### config.mk
export PLATFORM = sky130hd
export DESIGN_NAME = iea_ctrl
export DESIGN_NICKNAME = d
export VERILOG_FILES = /design/src/logic/iea_pkg.sv /design/src/logic/iea_prio.sv /design/src/logic/iea_ctrl.sv
export SDC_FILE = /design/constraint.sdc
export NUM_CORES = 1
export LEC_CHECK = 0
export BUFFER_PORTS_ARGS = -buffer_cell sky130_fd_sc_hd__buf_2
export CORE_ASPECT_RATIO = 1.4
export CORE_UTILIZATION = 45
export DETAILED_ROUTE_END_ITERATION = 10
export MAX_ROUTING_LAYER = met4
export PLACE_DENSITY = 0.83
export SYNTH_ARGS = -nofsm -noshare
export SYNTH_HDL_FRONTEND = slang
export SYNTH_SLANG_ARGS = --single-unit
### constraint.sdc
create_clock -name sys_clk -period 3.65 [get_ports sys_clk]
set_input_delay 0.1825 -clock sys_clk [delete_from_list [all_inputs] [get_ports sys_clk]]
set_output_delay 0.1825 -clock sys_clk [all_outputs]
set_load 0.01 [all_outputs]
### src/logic/iea_pkg.sv
// Constants for the interrupt enable, latch and acceptance block.
// Assumes an 8-bit SFR port and a CPU core that sequences instructions.
`default_nettype none
package iea_pkg;
	// SFR addresses of the enable registers and request latches
	localparam logic [7:0] ADDR_ENABLE_EXT = 8'h2C;
	localparam logic [7:0] ADDR_LATCH_EXT = 8'h2E;
	localparam logic [7:0] ADDR_ENABLE_LOW = 8'h3A;
	localparam logic [7:0] ADDR_ENABLE_HIGH = 8'h3B;
	localparam logic [7:0] ADDR_LATCH_LOW = 8'h3C;
	localparam logic [7:0] ADDR_LATCH_HIGH = 8'h3D;

	// Field layout
	localparam int NUM_SRC = 24;
	localparam int FIRST_SRC = 2;
	localparam int FIRST_MASKABLE = 4;
	localparam int MASTER_ENABLE_BIT = 0;
	localparam logic [23:0] NONMASKABLE_SET = 24'h00000C;
	localparam logic [23:0] MASKABLE_SET = 24'hFFFFF0;
	localparam logic [23:0] LATCH_RESET = 24'h000000;
	localparam logic [23:0] ENABLE_RESET = 24'h000000;
	localparam logic MASTER_RESET = 1'h0;

	// Status word bit that carries the master enable when stacked
	localparam int STATUS_IMF_BIT = 0;

	// Vector table: sources 2..15 count down from the first base,
	// sources 16..23 from the second
	localparam logic [15:0] VEC_BASE_LOW = 16'hFFFA;
	localparam logic [15:0] VEC_BASE_EXT = 16'hFFBE;
	localparam logic [4:0] SRC_EXT_FIRST = 5'h10;
	localparam logic [4:0] SRC_LOW_FIRST = 5'h02;

	// Acceptance timing
	localparam int ACCEPT_MCYCLES = 8;
	localparam int MCYCLE_CLKS = 4;
	localparam int MAX_LATENCY_CLKS = 38;
	localparam logic [2:0] MC_SAVE = 3'h0;
	localparam logic [2:0] MC_PUSH_STATUS = 3'h1;
	localparam logic [2:0] MC_PUSH_PCH = 3'h2;
	localparam logic [2:0] MC_PUSH_PCL = 3'h3;
	localparam logic [2:0] MC_VECTOR = 3'h4;
	localparam logic [2:0] MC_LOAD = 3'h7;

	typedef enum logic [0:0] {
		IEA_IDLE,
		IEA_ACCEPT
	} iea_state_t;
endpackage : iea_pkg
`default_nettype wire

### src/logic/iea_prio.sv
// Fixed priority pick among eligible request latches.
// Assumes the caller has already applied the enable masks.
`timescale 1ns/1ps
`default_nettype none
module iea_prio #(
	parameter int NSRC = 24,
	parameter int FIRST = 2
) (
	// Eligible requests
	input wire logic [NSRC-1:0] eligible,
	// Winner
	output logic found,
	output logic [4:0] winner
);
	// Lower index wins; of the two non-maskable latches, the lower is taken first
	always_comb begin
		found = 1'b0;
		winner = 5'h00;
		for (int i = NSRC - 1; i >= FIRST; i--) begin
			if (eligible[i]) begin
				found = 1'b1;
				winner = 5'(i);
			end
		end
	end
endmodule : iea_prio
`default_nettype wire

### src/logic/iea_ctrl.sv
// Interrupt enable flags, request latches and 8 machine cycle acceptance.
// Assumes a CPU core that marks the final cycle of each instruction,
// writes the stack from push strobes and reports return instructions.
//
// Operation
// [RULE_01] Non-maskable sources ignore all enable flags
// [RULE_02] Master enable 0 blocks every maskable source
// [RULE_03] Stack master enable, then clear it
// [RULE_04] Either return reloads master enable from stack
// [RULE_05] Master enable is bit 0 at 3AH, resets 0
// [RULE_06] Source enable 1 allows, 0 blocks; reset 0
// [RULE_07] Enable registers read and write normally
// [RULE_08] Latch reads pending; write 0 clears, 1 keeps
// [RULE_09] Software writes 1 to latches 2,3 when clearing
// [RULE_10] Software disables master enable around mask edits
// [RULE_11] Software never sets master and flags together
// [RULE_12] Software clears latches by whole-register loads
// [RULE_13] Latch holds until accepted, reset or cleared
// [RULE_14] Acceptance follows instruction end, 8 machine cycles
// [RULE_15] Maskable ends with maskable return, else nonmaskable
// [RULE_16] Acceptance clears the accepted latch
// [RULE_17] Push status, PC high, PC low; SP minus 3
// [RULE_18] Load PC from the source's vector slot
// [RULE_19] Acceptance starts within 38 clocks of latch set
// [RULE_20] Master enable 0 blocks even higher priority
// [RULE_21] Only PC and status word are stacked
// [RULE_22] Software clears own enable before nesting
// [RULE_23] Source request sets its latch; reset clears all
// [RULE_24] Simultaneous requests taken in fixed priority
// [RULE_25] Return restores PC, status; SP plus 3 (the block pulses sp_inc only once per return)
// [RULE_26] Request CPU when an eligible latch is set
`timescale 1ns/1ps
`default_nettype none
module iea_ctrl #(
	parameter int NSRC = iea_pkg::NUM_SRC,
	parameter int MC_CLKS = iea_pkg::MCYCLE_CLKS
) (
	// Clock and reset
	input wire logic sys_clk,
	input wire logic rst_n,
	// SFR port
	input wire logic [7:0] sfr_addr,
	input wire logic sfr_wr,
	input wire logic sfr_rd,
	input wire logic [7:0] sfr_wdata,
	output logic [7:0] sfr_rdata,
	// Interrupt sources, one-cycle request pulses, index 2..23
	input wire logic [NSRC-1:0] src_req,
	// CPU instruction stream
	input wire logic instr_last,
	input wire logic [15:0] cpu_pc,
	input wire logic [7:0] cpu_status,
	input wire logic ret_strobe,
	input wire logic ret_nonmask,
	input wire logic [7:0] ret_status,
	input wire logic [15:0] vec_data,
	// Requests and acceptance outputs
	output logic irq_request,
	output logic accept_busy,
	output logic [4:0] accept_src,
	output logic stack_wr,
	output logic [7:0] stack_data,
	output logic sp_dec,
	output logic sp_inc,
	output logic vec_rd,
	output logic [15:0] vec_addr,
	output logic pc_load,
	output logic [15:0] pc_value
);
	// Reset release through two flops; async assert, clocked release
	logic rst_meta;
	logic rst_sync_n;

	always_ff @(posedge sys_clk or negedge rst_n) begin
		if (!rst_n) begin
			rst_meta <= 1'b0;
			rst_sync_n <= 1'b0;
		end else begin
			rst_meta <= 1'b1;
			rst_sync_n <= rst_meta;
		end
	end

	function automatic logic [15:0] vector_of(input logic [4:0] src);
		logic [15:0] off;
		off = 16'h0000;
		if (src >= iea_pkg::SRC_EXT_FIRST) begin
			off = {10'h000, src - iea_pkg::SRC_EXT_FIRST, 1'b0};
			vector_of = iea_pkg::VEC_BASE_EXT - off;
		end else begin
			off = {10'h000, src - iea_pkg::SRC_LOW_FIRST, 1'b0};
			vector_of = iea_pkg::VEC_BASE_LOW - off;
		end
	endfunction : vector_of

	function automatic logic hit(input logic [7:0] a, input logic [7:0] reg_addr);
		hit = (a == reg_addr);
	endfunction : hit

	// Register state
	logic [NSRC-1:0] latch;
	logic [NSRC-1:0] next_latch;
	logic [NSRC-1:0] enable;
	logic [NSRC-1:0] next_enable;
	logic master;
	logic next_master;
	logic [7:0] next_sfr_rdata;

	// Acceptance state
	iea_pkg::iea_state_t state;
	iea_pkg::iea_state_t next_state;
	logic [2:0] mc;
	logic [2:0] next_mc;
	logic [1:0] ck;
	logic [1:0] next_ck;
	logic [7:0] saved_status;
	logic [7:0] next_saved_status;
	logic [15:0] saved_pc;
	logic [15:0] next_saved_pc;
	logic [4:0] next_accept_src;
	logic next_irq_request;
	logic next_accept_busy;
	logic next_stack_wr;
	logic [7:0] next_stack_data;
	logic next_sp_dec;
	logic next_sp_inc;
	logic next_vec_rd;
	logic [15:0] next_vec_addr;
	logic next_pc_load;
	logic [15:0] next_pc_value;

	// Eligibility and priority
	logic [NSRC-1:0] eligible;
	logic win_found;
	logic [4:0] win_src;
	logic mc_start;
	logic mc_end;

	always_comb begin
		eligible = latch & (iea_pkg::NONMASKABLE_SET[NSRC-1:0] // RULE_01
			| (enable & iea_pkg::MASKABLE_SET[NSRC-1:0] & {NSRC{master}})); // RULE_02 RULE_20
	end

	iea_prio #(
		.NSRC(NSRC),
		.FIRST(iea_pkg::FIRST_SRC)
	) u_prio (
		.eligible(eligible),
		.found(win_found),
		.winner(win_src)
	);

	assign mc_start = (ck == 2'h0);
	assign mc_end = (ck == 2'(MC_CLKS - 1));

	// Register file and latches
	always_comb begin
		next_latch = latch;
		next_enable = enable;
		next_master = master;
		next_sfr_rdata = sfr_rdata;
		// Write 0 clears, write 1 never sets
		if (sfr_wr) begin
			if (hit(sfr_addr, iea_pkg::ADDR_LATCH_LOW)) begin
				next_latch[7:2] = latch[7:2] & sfr_wdata[7:2]; // RULE_08
			end
			if (hit(sfr_addr, iea_pkg::ADDR_LATCH_HIGH)) begin
				next_latch[15:8] = latch[15:8] & sfr_wdata; // RULE_08
			end
			if (hit(sfr_addr, iea_pkg::ADDR_LATCH_EXT)) begin
				next_latch[23:16] = latch[23:16] & sfr_wdata; // RULE_08
			end
			if (hit(sfr_addr, iea_pkg::ADDR_ENABLE_LOW)) begin
				next_enable[7:4] = sfr_wdata[7:4]; // RULE_07
				next_master = sfr_wdata[iea_pkg::MASTER_ENABLE_BIT]; // RULE_05
			end
			if (hit(sfr_addr, iea_pkg::ADDR_ENABLE_HIGH)) begin
				next_enable[15:8] = sfr_wdata; // RULE_07
			end
			if (hit(sfr_addr, iea_pkg::ADDR_ENABLE_EXT)) begin
				next_enable[23:16] = sfr_wdata; // RULE_07
			end
		end
		// Return reloads the stacked master enable
		if (ret_strobe) begin // RULE_15
			next_master = ret_status[iea_pkg::STATUS_IMF_BIT]; // RULE_04
		end
		// Acceptance clears master enable and the winning latch
		if (state == iea_pkg::IEA_ACCEPT && mc == iea_pkg::MC_SAVE && mc_start) begin
			next_master = 1'b0; // RULE_03
			next_latch[accept_src] = 1'b0; // RULE_16
		end
		// New requests last, so a set beats any clear in the same cycle
		next_latch = next_latch | src_req; // RULE_23
		next_latch[1:0] = 2'h0;
		next_enable[3:0] = 4'h0;
		if (sfr_rd) begin
			case (sfr_addr)
				iea_pkg::ADDR_LATCH_LOW: next_sfr_rdata = {latch[7:2], 2'h0}; // RULE_08
				iea_pkg::ADDR_LATCH_HIGH: next_sfr_rdata = latch[15:8];
				iea_pkg::ADDR_LATCH_EXT: next_sfr_rdata = latch[23:16];
				iea_pkg::ADDR_ENABLE_LOW: next_sfr_rdata = {enable[7:4], 3'h0, master}; // RULE_05
				iea_pkg::ADDR_ENABLE_HIGH: next_sfr_rdata = enable[15:8];
				iea_pkg::ADDR_ENABLE_EXT: next_sfr_rdata = enable[23:16];
				default: next_sfr_rdata = 8'h00;
			endcase
		end
	end

	always_ff @(posedge sys_clk or negedge rst_sync_n) begin
		if (!rst_sync_n) begin
			latch <= iea_pkg::LATCH_RESET[NSRC-1:0]; // RULE_23
			enable <= iea_pkg::ENABLE_RESET[NSRC-1:0]; // RULE_06
			master <= iea_pkg::MASTER_RESET; // RULE_05
			sfr_rdata <= 8'h00;
		end else begin
			latch <= next_latch; // RULE_13
			enable <= next_enable;
			master <= next_master;
			sfr_rdata <= next_sfr_rdata;
		end
	end

	// Acceptance sequencer
	always_comb begin
		next_state = state;
		next_mc = mc;
		next_ck = ck;
		next_saved_status = saved_status;
		next_saved_pc = saved_pc;
		next_accept_src = accept_src;
		next_accept_busy = accept_busy;
		next_stack_wr = 1'b0;
		next_stack_data = stack_data;
		next_sp_dec = 1'b0;
		next_sp_inc = ret_strobe; // RULE_25
		next_vec_rd = 1'b0;
		next_vec_addr = vec_addr;
		next_pc_load = 1'b0;
		next_pc_value = pc_value;
		// Idle request only; the request is dropped while busy
		next_irq_request = win_found && (state == iea_pkg::IEA_IDLE); // RULE_26
		case (state)
			iea_pkg::IEA_IDLE: begin
				next_ck = 2'h0;
				next_mc = 3'h0;
				// Sampled only at the instruction's final cycle
				if (instr_last && win_found) begin // RULE_14 RULE_19
					next_state = iea_pkg::IEA_ACCEPT;
					next_accept_src = win_src; // RULE_24
					next_accept_busy = 1'b1;
					next_saved_pc = cpu_pc; // RULE_21
					next_irq_request = 1'b0;
				end
			end
			iea_pkg::IEA_ACCEPT: begin
				next_ck = mc_end ? 2'h0 : ck + 2'h1;
				if (mc_end) begin
					next_mc = mc + 3'h1;
				end
				if (mc_start) begin
					case (mc)
						iea_pkg::MC_SAVE: begin
							// Capture old master enable before its clear lands
							next_saved_status = cpu_status;
							next_saved_status[iea_pkg::STATUS_IMF_BIT] = master; // RULE_03
						end
						iea_pkg::MC_PUSH_STATUS: begin
							next_stack_wr = 1'b1; // RULE_17
							next_stack_data = saved_status;
							next_sp_dec = 1'b1;
						end
						iea_pkg::MC_PUSH_PCH: begin
							next_stack_wr = 1'b1; // RULE_17
							next_stack_data = saved_pc[15:8];
							next_sp_dec = 1'b1;
						end
						iea_pkg::MC_PUSH_PCL: begin
							next_stack_wr = 1'b1; // RULE_17
							next_stack_data = saved_pc[7:0];
							next_sp_dec = 1'b1;
						end
						iea_pkg::MC_VECTOR: begin
							next_vec_rd = 1'b1; // RULE_18
							next_vec_addr = vector_of(accept_src);
						end
						default: begin
							next_stack_wr = 1'b0;
						end
					endcase
				end
				// Last clock of the eighth machine cycle hands over the entry
				if (mc == iea_pkg::MC_LOAD && mc_end) begin // RULE_14
					next_pc_load = 1'b1; // RULE_18
					next_pc_value = vec_data;
					next_state = iea_pkg::IEA_IDLE;
					next_accept_busy = 1'b0;
				end
			end
			default: begin
				next_state = iea_pkg::IEA_IDLE;
				next_accept_busy = 1'b0;
			end
		endcase
	end

	always_ff @(posedge sys_clk or negedge rst_sync_n) begin
		if (!rst_sync_n) begin
			state <= iea_pkg::IEA_IDLE;
			mc <= 3'h0;
			ck <= 2'h0;
			saved_status <= 8'h00;
			saved_pc <= 16'h0000;
			accept_src <= 5'h00;
			accept_busy <= 1'b0;
			irq_request <= 1'b0;
			stack_wr <= 1'b0;
			stack_data <= 8'h00;
			sp_dec <= 1'b0;
			sp_inc <= 1'b0;
			vec_rd <= 1'b0;
			vec_addr <= 16'h0000;
			pc_load <= 1'b0;
			pc_value <= 16'h0000;
		end else begin
			state <= next_state;
			mc <= next_mc;
			ck <= next_ck;
			saved_status <= next_saved_status;
			saved_pc <= next_saved_pc;
			accept_src <= next_accept_src;
			accept_busy <= next_accept_busy;
			irq_request <= next_irq_request;
			stack_wr <= next_stack_wr;
			stack_data <= next_stack_data;
			sp_dec <= next_sp_dec;
			sp_inc <= next_sp_inc;
			vec_rd <= next_vec_rd;
			vec_addr <= next_vec_addr;
			pc_load <= next_pc_load;
			pc_value <= next_pc_value;
		end
	end
endmodule : iea_ctrl
`default_nettype wire

# After elaboration in Yosys (flattened, before gate mapping)
# Cells that the tools add are included.
[word_totals]
rom_bits = 0
latch_bits = 0
mem_count = 0
reg_bits = 134
ramBits = 0
elab_cells = 156
in_bits = 95
[op_classes]
addsub = 6
n_shift = 0
order_cmp = 3
multipliers = 0
n_eq_ne = 15
n_bitwise = 9
n_div = 0
n_mux = 78
reduce_logical = 22
[op_table]
columns = ["operator", "n"]
rows = [
  ["$mux 5", 22],
  ["$and 24x24->24", 3],
  ["$eq 8x6->1 const B", 6],
  ["$pmux 8 s6", 1],
  ["$mux 1", 41],
  ["$mux 24", 1],
  ["$not 24->24", 1],
  ["$or 24x24->24", 1],
  ["$pmux 8 s3", 1],
  ["$mux 22", 1],
  ["$and 8x8->8", 2],
  ["$mux 16", 1],
  ["$mux 8", 2],
  ["$reduce_and 2->1", 7],
  ["$reduce_and 3->1", 3],
  ["$reduce_bool 3->1", 3],
  ["$sub 8x7->9 const A", 1],
  ["$sub 4x7->8 const A", 1],
  ["$and 6x6->6", 1],
  ["$eq 3x2->1 const B", 2],
  ["$eq 3x3->1 const B", 2],
  ["$logic_and 1x1->1", 6],
  ["$lt 5x6->1 const B", 1],
  ["$mux 6", 1],
  ["other kinds (19)", 22],
]

# Depth between registers and ports, before layout
[logic_depth]
word_depth = 27
depth_mapped = 9
mapped_depth_nobuf = 8

# Cells and area by module
# Synthesis repeated with hierarchy kept, for this count alone.
[unflattened]
hier_cells = 555
area_unflattened_um2 = 6243.5
[modules_own_cells]
columns = ["module", "area_each_um2", "seq_area_each_um2", "instances", "cells_per_inst"]
rows = [
  ["iea_ctrl", 5978.2, 3128.0, 1, 511],
  ["iea_prio", 265.3, 0.0, 1, 44],
]

# Worst setup path after synthesis
# Ideal clock, no wire load.
[synth_timing]
kind = "flip-flop to flip-flop"
from = "register latch[8]"
to = "register saved_pc[10]"
stages_incl_launch_ff = 7
setup_ns = 0.125
t_required_ns = 3.525
arrival_time_ns = 1.857
synth_period_minus_slack_ns = 1.982
slack_ns = 1.668
path_cell_list = "dfrtp_1 > a22o_4 > o41ai_4 > nand4_2 > nand3b_4 > buf_12 > mux2_4"
[synth_between]
elab_chain_len = 10
[synth_lines]
columns = ["element", "line", "text"]
rows = [
  ["from (decl)", "iea_ctrl.sv:101", "logic [NSRC-1:0] latch;"],
  ["from (signal assigned)", "iea_ctrl.sv:212", "latch <= iea_pkg::LATCH_RESET[NSRC-1:0];"],
  ["from (signal assigned)", "iea_ctrl.sv:217", "latch <= next_latch;"],
  ["$and 24x24->24", "iea_ctrl.sv:140", "eligible = latch & (iea_pkg::NONMASKABLE_SET[NSRC-1:0]"],
  ["$mux 1 (7 in series)", "iea_prio.sv:20", "if (eligible[i]) begin"],
  ["$logic_and 1x1->1", "iea_ctrl.sv:248", "if (instr_last && win_found) begin"],
  ["$reduce_and 2->1 (no source line)", "n/a", ""],
  ["to (signal assigned)", "iea_ctrl.sv:330", "saved_pc <= next_saved_pc;"],
  ["to (decl)", "iea_ctrl.sv:118", "logic [15:0] saved_pc;"],
]
# No other way between the ends.
# A chain may end at the register's enable or synchronous reset.

# Final worst setup path
[layout_timing]
from = "register mc[0]"
to = "register latch[8]"
[layout_between]
elab_chain_len = 5
[layout_lines]
columns = ["element", "line", "text"]
rows = [
  ["from (decl)", "iea_ctrl.sv:112", "logic [2:0] mc;"],
  ["from (signal assigned)", "iea_ctrl.sv:327", "mc <= next_mc;"],
  ["$logic_not 3->1", "iea_ctrl.sv:189", "if (state == iea_pkg::IEA_ACCEPT && mc == iea_pkg::MC_SAVE && mc_start) begin"],
  ["$logic_and 1x1->1 (2 in series)", "iea_ctrl.sv:189", ""],
  ["$mux 24", "iea_ctrl.sv:189", ""],
  ["$or 24x24->24", "iea_ctrl.sv:194", "next_latch = next_latch | src_req;"],
  ["net next_latch[8]", "iea_ctrl.sv:102", "logic [NSRC-1:0] next_latch;"],
]
# The timed path passes the listed nets, and every way through them passes these cells.

==> flow_summary_export.csv <==
group,metric,value,unit
clocking,clk_pin_slew,0.05,ns
sta,finClkSkew,0.009626,ns
synth,synth-seq-cells,125,
clocking,cts_tree,"done",
global_route,grt_pass1_vias,5524,
worst_setup_path,cp.required,3.94,ns
synth,synth_edf_count,0,
routing,drc,0,
synth,ys.flop_type,"dfrtp_1",
global_route,grt_start_max_net_pins,89,
final_layout,nets,838,
die,core,13000,um2
synth,synth_most_common_cell,"dfrtp_1",
die,start_util,0.4677,
final_layout,final_core_util,0.6183,
sta,tns,0,ns
global_route,grt_antenna_before_repair,0,
global_route,grt-ovfl-total,0,
synth,synth_cells,551,
routing,post_drt_via_cell_ratio,5.641,
routing,ant_nets,0,
clocking,cts_resized,0,
routing,routed_wl,16650,um
die,num_rows,49,
synth,ys_top_cells_by_count,"dfrtp_1 (125), nand2_1 (86), mux2_2 (42), nor2_1 (29)",
routing,post_drt_wl_per_cell,18.01,um
synth,syn_area,6078,um2
sta,period_share,0.6947,
job,maxCapViolCount,0,
sta,rsz0062_at_grt,"false",
worst_setup_path,crit_arrival,2.83,ns
synth,synthesis.nets,656,
placement,io_buffers,142,
routing,drt_pre_antenna_iters,6,
power_and_ir_drop,ir_worst_vdd,0.4628,mV
worst_setup_path,cp-end-kind,"flop",
final_layout,syn_to_final_growth,32.21,%
sta,slew_headroom,0.2713,
clocking,cts_buffer_depth,2,
global_route,grt_util_met2,0.4394,
sta,finalSetupViolCount,0,
worst_setup_path,cp-start-kind,"flop",
synth,yosysSeqAreaShare,0.5146,
worst_setup_path,cp_top_family,"simple AND/OR/NAND/NOR gates",
clocking,cts_sinks,125,
placement,gp_congestion,0.9734,
global_route,grt-busiest-layer,"met2",
worst_setup_path,worst-path-buf-inv,1,
sta,worst_pin_slew,1.089,ns
die,die_w,100.2,um
worst_setup_path,cpPeakStageDelay,0.84,ns
clocking,ctsRootBufferMaster,"clkbuf_16",
routing,drt_iter0_drc,283,
global_route,met3_usage,0.06027,
sta,finalHoldViolations,0,
worst_hold_path,hold_class,"primary input to flop",
worst_setup_path,path_cells,"inv_1, ha_1, nand3_1, nand2b_1, nor3_1, nand2_1, a31o_2",
die,die_h,139.5,um
synth,async_flop_share,1.000,
power_and_ir_drop,power_density,645.8,nW/um2
global_route,track_usage,0.2544,
global_route,grtUsageMet1,0.2646,
sta,post-route-min-period,2.536,ns
sta,slew_viol_final,0,
worst_setup_path,crit_slowest_cell,"nor3_1",
worst_setup_path,critPathMaxFanout,12,
final_layout,drive_above_1_share,0.3405,
status,status,"completed",
synth,yosysTopAreaCellShare,0.5146,
clocking,cts_max_level,4,
routing,vias,5212,
placement,hpwlAfterDp,11680,um
worst_setup_path,critPathKind,"flop to flop",
final_layout,antenna_cells,0,
synth,ys_warn_count,0,
clocking,post-cts-setup-buffers,0,
power_and_ir_drop,leakage,3.695,nW
sta,fmax,394.4,MHz
clocking,cts_made_buffers,17,
global_route,grt_pass1_wl,26760,um
die,ios,155,
synth,synth_area_per_cell,11.03,um2
synth,yosys.cell_types.count,64,
synth,yosysTopAreaCell,"dfrtp_1",
clocking,ctsHoldBuffers,50,
synth,synth.top_cells.by_area,"dfrtp_1 (51%), mux2_2 (7.8%), nand2_1 (5.3%), mux2_4 (2.5%), a31o_2 (2.3%)",
die,design.die.area,13980,um2
clocking,insertion_delay,0.41,ns
## final cells by class
class | count | area, um2
flip-flops and latches | 125 | 3132
fillers | 1063 | 4961
repair buffers | 198 | 1279
clock buffers | 21 | 460.4
clock inverters | 11 | 188.9
multi-input cells | 379 | 2709
inverters | 12 | 45.04
well taps | 178 | 222.7
## logic make-up (layout without fill, tap and decap cells)
group           Yosys count  after routing  share of synthesized area
xor+xnor                  3              3                   0.004324
simple gates            176            176                     0.1418
fa+ha+maj                10             10                    0.02058
other cells               2              2                   0.001236
buf+inv                  47            242                    0.03973
mux                      62             62                     0.1190
compound gates          126            126                     0.1587
flops                   125            125                     0.5146
## state kept, by name, indices dropped and copies added, names as in the netlist, 2 cells and up
register,flops
stack_data,8
mc,3
sfr_rdata,8
pc_value,16
saved_status,8
enable,20
vec_addr,7
accept_src,5
saved_pc,16
ck,2
latch,22
## final timing paths
path | slack (ns) | cells after the start | startpoint | end
min reg2reg | 0.30 | 0 | rst_sync_n | latch[13]
max reg2reg | 1.11 | 7 | mc[0] | latch[8]
max | 1.11 | 7 | mc[0] | latch[8]
min in group asynchronous | 0.11 | 2 | rst_n | rst_sync_n
min | 0.02 | 2 | vec_data[10] | pc_value[10]
max in group asynchronous | 2.54 | 1 | rst_sync_n | vec_addr[4]
## per-layer routing
metal,share of wire,up-vias
met2,0.53,249
met5,0,-
met3,0.061,43
met4,0.037,0
li1,-,2345
met1,0.37,2575
## power breakdown
part | total, mW | internal [mW] | switching (mW)
combinational | 1.32 | 0.655 | 0.662
sequential | 2.03 | 1.76 | 0.268
clock | 1.84 | 1.25 | 0.595
## cells in the final DEF (no fill, tap or decap), types with 8 or more instances in the layout
master,instances
a21oi_1,13
nor2b_1,10
mux2_2,42
dfrtp_1,124
dlygate4sd3_1,54
a21o_1,8
a22o_1,11
mux2i_1,10
nor3_1,8
nand2_1,86
mux2_4,10
ha_1,10
inv_1,12
a31o_2,16
o21ai_0,15
buf_2,142
nand3_1,10
a22oi_1,16
a31oi_1,13
nor2_1,29
clkbuf_16,17
## worst register-to-register path, delay by kind of cell, from the launching register on
kind / cells / cell delay, ns
AND/OR/NAND/NOR: 4 / 1.45
flip-flops: 1 / 0.42
AO/OA/AOI/OAI: 1 / 0.28
adder cells (fa/ha/maj): 1 / 0.19
buffers and inverters: 1 / 0.10
## per-stage QoR
step	std cells	instance area [um2]	hold WS (ns)	total power, mW	worst slack, ns
finish	924	8036	0.01906	5.190	1.114
global route	924	8036	0.006822	5.472	0.9833
CTS	920	7996	0.001862	5.217	1.161
detailed placement	838	6847	-0.03060	3.323	1.171
global placement	838	6847	-0.03182	3.237	1.274
floorplan	551	6080	-0.1131	2.888	1.567
Note: power is estimated with default switching activity, not from simulation.
